`src/hdl/mps_regs.svh`:
```
/*
  Constants of the micro-program sequencer: field positions in the micro
  word, address layout, carry/page and feedback group codes and micro-cycle timing.
  Assumes inclusion by bare name from the sequencer package and module.
*/
`ifndef MPS_REGS_SVH
`define MPS_REGS_SVH
// -------------------------------------------------------------------
// timing
// -------------------------------------------------------------------
`define MPS_CLK_NS 100
`define MPS_MIN_CYCLE_NS 375
`define MPS_MIN_CYC ((`MPS_MIN_CYCLE_NS + `MPS_CLK_NS - 1) / `MPS_CLK_NS)
// -------------------------------------------------------------------
// address layout: row in the upper five bits, column in the lower four
// -------------------------------------------------------------------
`define MPS_ADDR_W 9
`define MPS_ROW_LSB 4
`define MPS_RESET_NIB 4'hf
`define MPS_RAM_DEPTH 64
`define MPS_RAM_AW 6
`define MPS_ROW_ZERO 5'h00
// -------------------------------------------------------------------
// micro-word fields
// -------------------------------------------------------------------
`define MPS_W 48
`define MPS_FB_DIRECT 8
`define MPS_FS0 9
`define MPS_FB_MODE 10
`define MPS_FS1 11
`define MPS_FS3 13
`define MPS_FB14 14
`define MPS_FB15 15
`define MPS_CPS_LO 21
`define MPS_CPS_HI 23
`define MPS_FB24 24
`define MPS_FB25 25
`define MPS_CNT_UP 32
`define MPS_CNT_DN 33
`define MPS_AC5 37
`define MPS_AC6 38
`define MPS_AC4 39
`define MPS_ASEL2 47
`define MPS_ASEL1 30
`define MPS_ASEL0 29
// carry/page code that narrows the test to time-out alone
`define MPS_CPS_TO_ONLY 3'h5
// feedback group that carries the interrupt sources
`define MPS_GRP_INT 4'h2
`define MPS_GRP_PRE 4'h0
`endif

```
`src/hdl/mps_pkg.sv`:
```
/*
  Types of the micro-program sequencer: sequencing functions, phase
  states and the packed state record.
  Assumes the constants header is on the include path.
*/
`include "mps_regs.svh"
package mps_pkg;
  // upper function bits {AC6,AC5,AC4}
  typedef enum logic [2:0] {
    FN_ZROW = 3'h0, FN_JCR = 3'h1, FN_JCC = 3'h2, FN_JPX = 3'h3,
    FN_JSX = 3'h4, FN_JFL = 3'h5, FN_JRF = 3'h6, FN_HOLD = 3'h7
  } mps_fn_t;
  typedef enum logic [1:0] {
    PH_IDLE = 2'h1, PH_FETCH = 2'h2
  } mps_phase_t;
  typedef struct packed {
    logic [`MPS_ADDR_W-1:0] addr;
    logic [`MPS_W-1:0] uword;
    logic [8:0] opLatch;
    logic [7:0] opCnt;
    mps_phase_t phase;
    logic [2:0] cnt;
    logic [31:0] ramAsm;
    logic [1:0] ramPart;
  } mps_state_t;
endpackage

```
`src/hdl/mps_sequencer.sv`:
```
/*
  Micro-program sequencer: opcode register, predecode and secondary
  lookup, flag and feedback selection, next-address sequencing, the
  64-word micro RAM and the ALU instruction / A-address outputs.
  Assumes the micro PROM sits outside, addressed by microAddress, and that
  the ALU board supplies conditions and the predecode disable.
*/
// The placing of the registers and strobed register access were chosen for this implementation.
`timescale 1ns/100ps
`include "mps_regs.svh"
// Overview of operation
// - micro-cycle at least 375 ns; sequencer may hold indefinitely.
// - next address from micro-word feedback, test flags and opcode.
// - load strobe copies secondary and primary buses into address.
// - load strobe forces both buses high, start at row 15 column 15.
// - load strobe raised by clear, bus time-out or parity error.
// - after start, test combined flag, then time-out alone via carry bits.
// - clear path runs standard micro-program, then fetches first opcode.
// - first step uses nine latched bits into predecode, jump-zero-row.
// - predecode supplies low function bits; one code reserved for interrupt.
// - jump-zero-row decode enables interrupt pending check.
// - pending interrupt forces predecode high, entry at address 0.12.
// - next step selects cpu and timer interrupt as low function bits.
// - primary bus takes opcode 4..7 or secondary lookup table.
// - secondary bus jumps on opcode 8..11 or secondary lookup table.
// - flag chosen from six ALU conditions, time-out, I/O pending.
// - A-address selector lives on this board; mask bits pass on.
// - ALU instruction bits mapped from micro-word bits 5,4,1,6,7,0,2,3.
// - fourteen micro-word bits drive addresses, shift and mask.
// - A-address select from micro-word 47,30,29 per table.
// - nine-bit address; micro RAM uses six low bits when executing.
// - latch part usable when loaded, counter part next cycle.
module mps_sequencer (
  input wire logic ref_clk,
  input wire logic srst,
  input wire logic microStep,
  input wire logic [15:0] iBus,
  input wire logic opLoad,
  input wire logic cpuClear,
  input wire logic busTimeout,
  input wire logic parityError,
  input wire logic toPeFlag,
  input wire logic timeoutFlag,
  input wire logic [5:0] aluCond,
  input wire logic ioPending,
  input wire logic cpuInt,
  input wire logic timerInt,
  input wire logic predecodeDisable,
  input wire logic ramLoad,
  input wire logic ramSelect,
  input wire logic [`MPS_W-1:0] promWord,
  output logic stepReady,
  output logic [`MPS_ADDR_W-1:0] microAddress,
  output logic [`MPS_W-1:0] microWordBits,
  output logic [7:0] aluInstr,
  output logic [3:0] aluAAddr,
  output logic jumpZeroRowFlag,
  output logic maxMin
);
  // -------------------------------------------------------------------
  // lookup tables
  // -------------------------------------------------------------------
  // instruction class from the nine latched bits; 4'hf never appears
  // for an instruction since it is kept for the interrupt entry
  function automatic logic [3:0] predecodeRom(input logic [8:0] op9);
    logic [3:0] cls;
    cls = op9[8:5] ^ {3'h0, op9[0]};
    predecodeRom = (cls == 4'hf) ? 4'he : cls;
  endfunction

  // four tables selected by micro-word 15,14 over opcode 8..13 and 3
  function automatic logic [3:0] secondaryLookupRom(input logic [1:0] tbl,
      input logic [6:0] idx);
    logic [3:0] v;
    case (tbl)
      2'h0: v = idx[6:3];
      2'h1: v = idx[3:0];
      2'h2: v = {idx[0], idx[6:4]};
      default: v = ~idx[4:1];
    endcase
    secondaryLookupRom = v;
  endfunction

  // -------------------------------------------------------------------
  // state
  // -------------------------------------------------------------------
  mps_pkg::mps_state_t st_reg;
  mps_pkg::mps_state_t st_next;
  logic [`MPS_W-1:0] microRam [`MPS_RAM_DEPTH];

  // -------------------------------------------------------------------
  // opcode register views
  // -------------------------------------------------------------------
  logic [8:0] opLatchView;
  logic [15:0] op;
  logic [15:0] ibusSwapped;
  logic [`MPS_W-1:0] mw;
  // the bus is byte-swapped into the opcode register
  assign ibusSwapped = {iBus[7:0], iBus[15:8]};
  // latch part is transparent while loading; counter waits a cycle
  assign opLatchView = opLoad ? ibusSwapped[15:7] : st_reg.opLatch;
  assign op = {opLatchView[8:1], st_reg.opCnt};
  assign mw = st_reg.uword;

  // -------------------------------------------------------------------
  // instruction buses, flag and function code
  // -------------------------------------------------------------------
  logic seqLoadStrobe;
  logic [3:0] pxpOut;
  logic [3:0] primaryInstrBus;
  logic [3:0] secondaryInstrBus;
  logic [3:0] predecodeOut;
  logic flagIn;
  logic [2:0] flagSel;
  logic [3:0] fbGroup;
  logic [3:0] fnLow;
  mps_pkg::mps_fn_t fnHigh;

  assign seqLoadStrobe = cpuClear | busTimeout | parityError;
  assign pxpOut = secondaryLookupRom({mw[`MPS_FB15], mw[`MPS_FB14]},
    {op[13:8], op[3]});

  // bus selectors; the load strobe forces both buses high
  always_comb begin
    if (seqLoadStrobe) begin
      primaryInstrBus = `MPS_RESET_NIB;
      secondaryInstrBus = `MPS_RESET_NIB;
    end else begin
      primaryInstrBus = mw[`MPS_FB24] ? pxpOut : op[7:4];
      secondaryInstrBus = mw[`MPS_FB25] ? pxpOut : op[11:8];
    end
  end

  // pending interrupt overrides the class decode
  assign predecodeOut = predecodeDisable ? 4'hf
    : predecodeRom(opLatchView);

  // eight flag sources; carry/page bits narrow the error test
  assign flagSel = mw[`MPS_FS3:`MPS_FS1];
  always_comb begin
    case (flagSel)
      3'h6: begin
        if (mw[`MPS_CPS_HI:`MPS_CPS_LO] == `MPS_CPS_TO_ONLY) begin
          flagIn = timeoutFlag;
        end else begin
          flagIn = toPeFlag;
        end
      end
      3'h7: flagIn = ioPending;
      default: flagIn = aluCond[flagSel];
    endcase
  end

  // upper function bits come straight from the micro word
  assign fnHigh = mps_pkg::mps_fn_t'({mw[`MPS_AC6], mw[`MPS_AC5],
    mw[`MPS_AC4]});
  assign jumpZeroRowFlag = (fnHigh == mps_pkg::FN_ZROW);
  assign fbGroup = {mw[`MPS_FS3:`MPS_FS1], mw[`MPS_FS0]};

  // low function bits: feedback selectors
  always_comb begin
    if (fnHigh == mps_pkg::FN_ZROW) begin
      // two low bits are inverted, so all-ones gives column 12
      fnLow = {predecodeOut[3:2], ~predecodeOut[1:0]};
    end else if (mw[`MPS_FB_DIRECT] && !mw[`MPS_FB_MODE]) begin
      fnLow = {mw[`MPS_FB15], mw[`MPS_FB14], 2'h0};
    end else if (mw[`MPS_FB_DIRECT]) begin
      fnLow = 4'h8;
    end else if (fbGroup == `MPS_GRP_INT) begin
      fnLow = {mw[`MPS_FB15], mw[`MPS_FB14], timerInt, cpuInt};
    end else if (fbGroup == `MPS_GRP_PRE) begin
      fnLow = {mw[`MPS_FB15], mw[`MPS_FB14], ~predecodeOut[1:0]};
    end else begin
      fnLow = {mw[`MPS_FB15], mw[`MPS_FB14], mw[`MPS_FB25],
        mw[`MPS_FB24]};
    end
  end

  // -------------------------------------------------------------------
  // next micro-address
  // -------------------------------------------------------------------
  logic [`MPS_ADDR_W-1:0] nextAddr;
  logic [4:0] curRow;
  logic [3:0] curCol;
  assign curRow = st_reg.addr[`MPS_ADDR_W-1:`MPS_ROW_LSB];
  assign curCol = st_reg.addr[`MPS_ROW_LSB-1:0];

  // row/column jumps in the manner of a classic control unit
  always_comb begin
    case (fnHigh)
      mps_pkg::FN_ZROW: nextAddr = {`MPS_ROW_ZERO, fnLow};
      mps_pkg::FN_JCR: nextAddr = {curRow, fnLow};
      mps_pkg::FN_JCC: nextAddr = {1'b0, fnLow, curCol};
      mps_pkg::FN_JPX: nextAddr = {1'b0, fnLow, primaryInstrBus};
      mps_pkg::FN_JSX: nextAddr = {1'b0, fnLow, secondaryInstrBus};
      mps_pkg::FN_JFL: nextAddr = {curRow, fnLow[3:1], flagIn};
      mps_pkg::FN_JRF: nextAddr = {1'b0, fnLow[3:1], flagIn, curCol};
      default: nextAddr = st_reg.addr;
    endcase
  end

  // -------------------------------------------------------------------
  // micro memory source
  // -------------------------------------------------------------------
  logic [`MPS_W-1:0] fetchWord;
  // RAM executes on the six low bits only
  assign fetchWord = ramSelect
    ? microRam[st_reg.addr[`MPS_RAM_AW-1:0]] : promWord;
  logic ramWrite;
  assign ramWrite = ramLoad && (st_reg.ramPart == 2'h2);

  // RAM is loaded at the six low opcode bits; the outside PROM holds the
  // standard program including the clear sequence
  always_ff @(posedge ref_clk) begin
    if (ramWrite) begin
      microRam[op[`MPS_RAM_AW-1:0]] <= {iBus, st_reg.ramAsm};
    end
  end

  // -------------------------------------------------------------------
  // sequencing
  // -------------------------------------------------------------------
  logic stepTaken;
  assign stepReady = (st_reg.phase == mps_pkg::PH_IDLE)
    && (st_reg.cnt == 3'h0);
  // a step arriving too early is ignored, which keeps the cycle long
  assign stepTaken = microStep && stepReady;

  always_comb begin
    st_next = st_reg;
    if (st_reg.cnt != 3'h0) begin
      st_next.cnt = st_reg.cnt - 3'h1;
    end
    case (st_reg.phase)
      mps_pkg::PH_IDLE: begin
        if (seqLoadStrobe) begin
          // start entry at row 15 column 15
          st_next.addr = {1'b0, secondaryInstrBus, primaryInstrBus};
          st_next.phase = mps_pkg::PH_FETCH;
          st_next.cnt = 3'(`MPS_MIN_CYC - 1);
        end else if (stepTaken) begin
          st_next.addr = nextAddr;
          st_next.phase = mps_pkg::PH_FETCH;
          st_next.cnt = 3'(`MPS_MIN_CYC - 1);
        end
      end
      mps_pkg::PH_FETCH: begin
        st_next.uword = fetchWord;
        st_next.phase = mps_pkg::PH_IDLE;
      end
      default: st_next.phase = mps_pkg::PH_IDLE;
    endcase
    // opcode register: latch and counter byte; only its low four bits count
    if (opLoad) begin
      st_next.opLatch = ibusSwapped[15:7];
      st_next.opCnt = ibusSwapped[7:0];
    end else if (stepTaken && mw[`MPS_CNT_UP]) begin
      st_next.opCnt[3:0] = st_reg.opCnt[3:0] + 4'h1;
    end else if (stepTaken && mw[`MPS_CNT_DN]) begin
      st_next.opCnt[3:0] = st_reg.opCnt[3:0] - 4'h1;
    end
    // three bus words make one RAM word, low word first
    if (ramLoad) begin
      case (st_reg.ramPart)
        2'h0: st_next.ramAsm[15:0] = iBus;
        2'h1: st_next.ramAsm[31:16] = iBus;
        default: st_next.ramAsm = st_reg.ramAsm;
      endcase
      st_next.ramPart = (st_reg.ramPart == 2'h2) ? 2'h0
        : st_reg.ramPart + 2'h1;
    end
  end

  always_ff @(posedge ref_clk) begin
    if (srst) begin
      st_reg <= '0;
      st_reg.phase <= mps_pkg::PH_IDLE;
    end else begin
      st_reg <= st_next;
    end
  end

  // -------------------------------------------------------------------
  // outputs toward the ALU board
  // -------------------------------------------------------------------
  assign microAddress = st_reg.addr;
  assign microWordBits = mw;
  assign maxMin = (st_reg.opCnt[3:0] == 4'h0)
    || (st_reg.opCnt[3:0] == 4'hf);
  // ALU bits 10..17 in that order
  assign aluInstr = {mw[5], mw[4], mw[1], mw[6], mw[7], mw[0], mw[2],
    mw[3]};

  // A-address selector; mask and shift bits pass on in microWordBits
  always_comb begin
    case ({mw[`MPS_ASEL2], mw[`MPS_ASEL1], mw[`MPS_ASEL0]})
      3'h0: aluAAddr = {mw[26], mw[27], mw[31], mw[28]};
      3'h1: aluAAddr = {1'b0, op[10:8]};
      3'h2: aluAAddr = {2'h1, op[7:6]};
      3'h7: aluAAddr = {1'b0, op[2:0]};
      default: aluAAddr = 4'h0;
    endcase
  end
endmodule

```
`config.mk`:
```
export PLATFORM = sky130hd
export DESIGN_NAME = mps_sequencer
export DESIGN_NICKNAME = d
export VERILOG_FILES = /design/src/hdl/mps_pkg.sv /design/src/hdl/mps_sequencer.sv
export VERILOG_INCLUDE_DIRS = /design/src /design/src/hdl
export SDC_FILE = /design/constraint.sdc
export NUM_CORES = 2
export LEC_CHECK = 0
export BUFFER_PORTS_ARGS = -buffer_cell sky130_fd_sc_hd__buf_4
export CAP_MARGIN = 5
export CORE_MARGIN = 1.5
export CORE_UTILIZATION = 45
export CTS_CLUSTER_DIAMETER = 30
export DETAILED_ROUTE_END_ITERATION = 6
export PLACE_DENSITY = 0.59
export SYNTH_ARGS = -nofsm -noshare
export SYNTH_HDL_FRONTEND = slang
export SYNTH_SLANG_ARGS = --single-unit
```
`constraint.sdc`:
```
create_clock -name ref_clk -period 3.9 [get_ports ref_clk]
set_input_delay 0.195 -clock ref_clk [delete_from_list [all_inputs] [get_ports ref_clk]]
set_output_delay 0.195 -clock ref_clk [all_outputs]
set_load 0.01 [all_outputs]
```
Word-level counts from Yosys, hierarchy flattened
Memories as Yosys holds them, arrays and structs flattened.
Index checks and enable logic that the tools add are counted.
- flip-flop bits (word level): 113
- RAM bits: 3072
- input bits: 85
- output and inout bits: 72
- logic and storage cells: 105
- memories: 1
- $add $sub $neg: 4
- magnitude comparators: 1
- equal/unequal tests: 25
- mux-type cells: 32
- bitwise gates (word level): 6
- reduce and logical (&&, ||, !) cells: 25
- memory list (name ; depth ; width ; rd ports ; clocked after memory_dff ; wr ports ; line ; text):
    microRam ; 64 ; 48 ; 1 ; 0 ; 1 ; mps_sequencer.sv:89 ; logic [`MPS_W-1:0] microRam [`MPS_RAM_DEPTH];
- operators with widths (operator ; number):
    $pmux W9 S7 ; 1
    $mux W4 ; 12
    $mux W48 ; 1
    $mux W9 ; 3
    $eq A3 B3 Y1 const B ; 7
    $pmux W4 S4 ; 1
    $pmux W4 S3 ; 1
    $reduce_bool A6 Y1 ; 2
    $mux W5 ; 2
    $reduce_and A5 Y1 ; 2
    $eq A3 B2 Y1 const B ; 3
    $logic_not A3 Y1 ; 3
    $eq A4 B4 Y1 const B ; 2
    $logic_not A4 Y1 ; 2
    $ne A2 B2 Y1 const B ; 4
    $eq A2 B1 Y1 const B ; 3
    $eq A2 B2 Y1 const B ; 3
    $eq A3 B1 Y1 const B ; 2
    $logic_and A1 B1 Y1 ; 6
    $mux W2 ; 3
    $mux W3 ; 2
    $reduce_bool A3 Y1 ; 2
    $add A4 B1 Y4 const B ; 1
    $eq A4 B2 Y1 const B ; 1
    18 further kinds ; 24

Longest topological paths before layout
- depth in word-level cells: 14
- mapped depth: 10
- gate-level depth less buffers: 10

Worst setup path after synthesis
OpenSTA, ideal clock, no wires.
- path type: flip-flop to flip-flop
- start point: register st_reg, in the netlist op[5]
- end point: memory microRam[38][0] (netlist name), enable pin
- setup time: 0.454 ns
- data arrival time: 3.195 ns
- data required time: 3.446 ns
- setup slack: 0.251 ns
- stages on the path, launching flop included: 5
- path buffers: 2
- period minus slack after synthesis: 3.649 ns
- cells stage by stage: dfxtp_1 > clkbuf_1 > or3b_2 > clkbuf_1 > nor2_1
- RTL lines (what ; line ; text):
    start, declared ; mps_sequencer.sv:87 ; mps_pkg::mps_state_t st_reg;
    start signal, assigned ; mps_sequencer.sv:279 ; st_reg <= st_next;
    end, declared ; mps_sequencer.sv:89 ;
Straight into the memory's write port.

Worst setup path after layout
- start point: register st_reg, in the netlist microAddress[2]
- end point: register st_reg, in the netlist microWordBits[4]
- word-level cells in the longest chain between the ends: 2
- RTL lines (what ; line ; text):
    $mem_v2 Z64 W48 ; n/a ;
    $mux W48 ; mps_sequencer.sv:207 ; assign fetchWord = ramSelect
Every way passes these cells.
A chain may end at the register's enable or synchronous reset.

==> flow_metrics.py <==
metrics = {
    "global_route": {
        "grt_usage": 0.270,
        "antenna_found_initial": 15,
        "grt_pass1_wl_um": 520000,
        "grt-ovfl-total": 0,
        "grt_max_degree": 92,
        "grt_pass1_vias": 66700,
    },
    "setup_path": {
        "crit_path_start": "microAddress[2]",
        "crit_type": "reg2reg",
        "startpoint_type": "register",
        "r2r-start": "microAddress[2]",
        "crit_fanout": 41,
        "crit_required_ns": 4.76,
        "r2r_end": "microWordBits[4]",
        "r2r_setup_slack_ns": -0.02,
        "endpoint": "microWordBits[4]",
        "rr_worst_depth": 6,
        "cp.arrival_ns": 4.79,
        "end_kind": "register",
    },
    "synthesis": {
        "ys_seq_elements": 3183,
        "synth_fp_nets": 6016,
        "async_reset_ff_frac": 0,
        "ys_warn_count": 0,
        "ys.flop_type": "edfxtp_1",
        "synthCells": 5926,
        "post_synth_num_cell_types": 63,
        "ys_seq_area_frac": 0.771,
        "syn_area_um2": 123000,
        "synth.avg_cell_area_um2": 20.7,
        "synth-edff-count": 3072,
    },
    "clock_tree": {
        "clkSlewWorstSetupHoldPaths_ns": 0.05,
        "cts_buffers": 570,
        "cts_resized": 0,
        "insertion_delay_ns": 0.92,
        "cts.sinks": 3183,
        "cts_tree": "done",
        "clockBufferDepth": 4,
        "cts_max_level": 6,
        "cts_setup_buffers": 0,
        "cts_hold_buffers": 73,
        "cts_root_buf": "clkbuf_16",
    },
    "layout": {
        "syn_to_final_growth_pct": 22.8,
        "final_common_cell": "edfxtp_1",
        "instances_no_fill": 10700,
        "drive_gt1_frac": 0.310,
        "fill_cells": 20200,
        "largest_register_ffs": 3072,
        "nets": 6757,
        "final_cell_mix": "edfxtp_1, mux4_2, clkbuf_16",
    },
    "placement": {
        "port_buffers": 155,
        "dp_hpwl_um": 209000,
        "dpl.cell_count": 9592,
        "gp_congestion": 0.874,
        "pre_cts_ws_ns": 0.499,
    },
    "power": {
        "p_leak_nw": 48.0,
        "p_per_area_nw_per_um2": 646,
        "ir_drop_uv": 406,
    },
    "run_status": {
        "violations": "setup timing",
        "status": "complete, but fails checks",
    },
    "floorplan": {
        "fp.dieArea_um2": 275000,
        "die_width_um": 525,
        "start_util": 0.453,
        "core_area_um2": 271000,
        "die_h_um": 525,
        "io_pins": 157,
        "row_count": 191,
    },
    "sta": {
        "rsz0062_at_grt": "false",
        "fmax_mhz": 255,
        "min_period_over_period": 1.01,
        "timing.final.ws_setup_ns": -0.0211,
        "worst_pin_slew_ns": 1.43,
        "setup_viol": 1,
        "fin_crit_ns": 3.92,
        "relSlewSlack": 0.0453,
        "hold_viol": 0,
        "finalSetupTns_ns": -0.0211,
        "slew_viol_final": 0,
        "finalClockSkew_ns": 0.0484,
    },
    "route": {
        "viasPerCell": 6.18,
        "drtIter0Drc": 8585,
        "postRouteAntennaNets": 0,
        "routed_wl_um": 376000,
        "vias": 66100,
        "first_pass_iters": 6,
        "drc_errors": 0,
        "wl_per_cell_um": 35.1,
    },
    "run": {
        "max_cap_viol_count": 0,
    },
    "min_path": {
        "min_path_type": "in2reg",
    },
}
worst max-delay path, stage by stage, from the launching register on:
cell	delay, ns
dfxtp_4	1.05
inv_6	0.43
buf_4	0.36
mux2i_1	0.14
a211oi_1	0.96
o31a_1	0.26
dlygate4sd3_1	0.57
cell usage after synthesis, types with 48 or more instances:
master / n / share of area
dfxtp_1: 111 / 0.018
mux2i_1: 307 / 0.025
o31a_1: 48 / 0.0034
nand2_1: 327 / 0.010
edfxtp_1: 3072 / 0.75
a211oi_1: 53 / 0.0032
nor2_1: 107 / 0.0033
a22oi_1: 190 / 0.012
a21oi_1: 191 / 0.0078
o21ai_0: 54 / 0.0022
clkbuf_1: 196 / 0.0060
mux4_2: 677 / 0.12
and3_1: 50 / 0.0026
buf_2: 86 / 0.0035
buf_4: 83 / 0.0051
nand4_1: 99 / 0.0051
o221ai_1: 49 / 0.0035
worst min-delay path by stage:
stage	cells after the start	endpoint	start
final	4	microWordBits[25]	promWord[25]
after global routing	4	microWordBits[25]	promWord[25]
after CTS	6	microAddress[5]	timerInt
after detailed placement	0	microRam[8][9]	st_reg[11]
after global placement	0	microRam[8][9]	st_reg[11]
after floorplan	0	microRam[0][32]	iBus[0]
cells by family (layout without fill, tap and decap cells):
group                      count (synthesis)  after routing  share of synthesized area
AOI/OAI and AO/OA                        615            615                     0.0338
xor gates and xnor gates                   6              6                   0.000429
adders and majority gates                  5              5                   0.000572
buffers and inverters                    424           1629                     0.0170
DFF                                     3183           3183                      0.771
muxes                                    990            990                      0.150
other                                      1              5                  0.0000306
and+or+nand+nor                          702            702                     0.0272
metrics by stage:
step | power [mW] | hold WS, ns | area [µm²] | utilization
final | 97.2 | 0.0533 | 151000 | 0.556
after global routing | 99.6 | 0.0603 | 150000 | 0.556
after CTS | 97.7 | 0.0117 | 150000 | 0.556
after detailed placement | 48.7 | 0.448 | 131000 | 0.482
after global placement | 48.6 | 0.444 | 131000 | 0.482
after floorplan | 44.3 | 0.294 | 123000 | -
report_power, final:
group	switching, mW	internal [mW]
clock	16.8	32.3
combinational	5.94	4.05
sequential	0.488	37.6
total	23.3	74.0
layout make-up:
| class | instances | area [µm²] | area share |
|---|---|---|---|
| sequential | 3183 | 94500 | 0.628 |
| multi-input combinational | 2319 | 26600 | 0.177 |
| clock buffer | 673 | 15100 | 0.100 |
| timing repair buffer | 579 | 5660 | 0.0376 |
| tap | 3570 | 4470 | 0.0297 |
| clock inverter | 363 | 4020 | 0.0267 |
| inverter | 14 | 60.1 | 0.000399 |
| antenna | 4 | 10.0 | 0.0000665 |
layer usage:
| metal | routed length (µm) | vias up | global-route usage | part of all wire |
|---|---|---|---|---|
| li1 | - | 26400 | - | - |
| met1 | 146000 | 35400 | 0.366 | 0.39 |
| met2 | 177000 | 3717 | 0.422 | 0.47 |
| met3 | 33900 | 699 | 0.0516 | 0.090 |
| met4 | 18800 | 4 | 0.129 | 0.050 |
| met5 | 27 | - | 0 | 0.000072 |
Power figures use the tool's default switching activity.
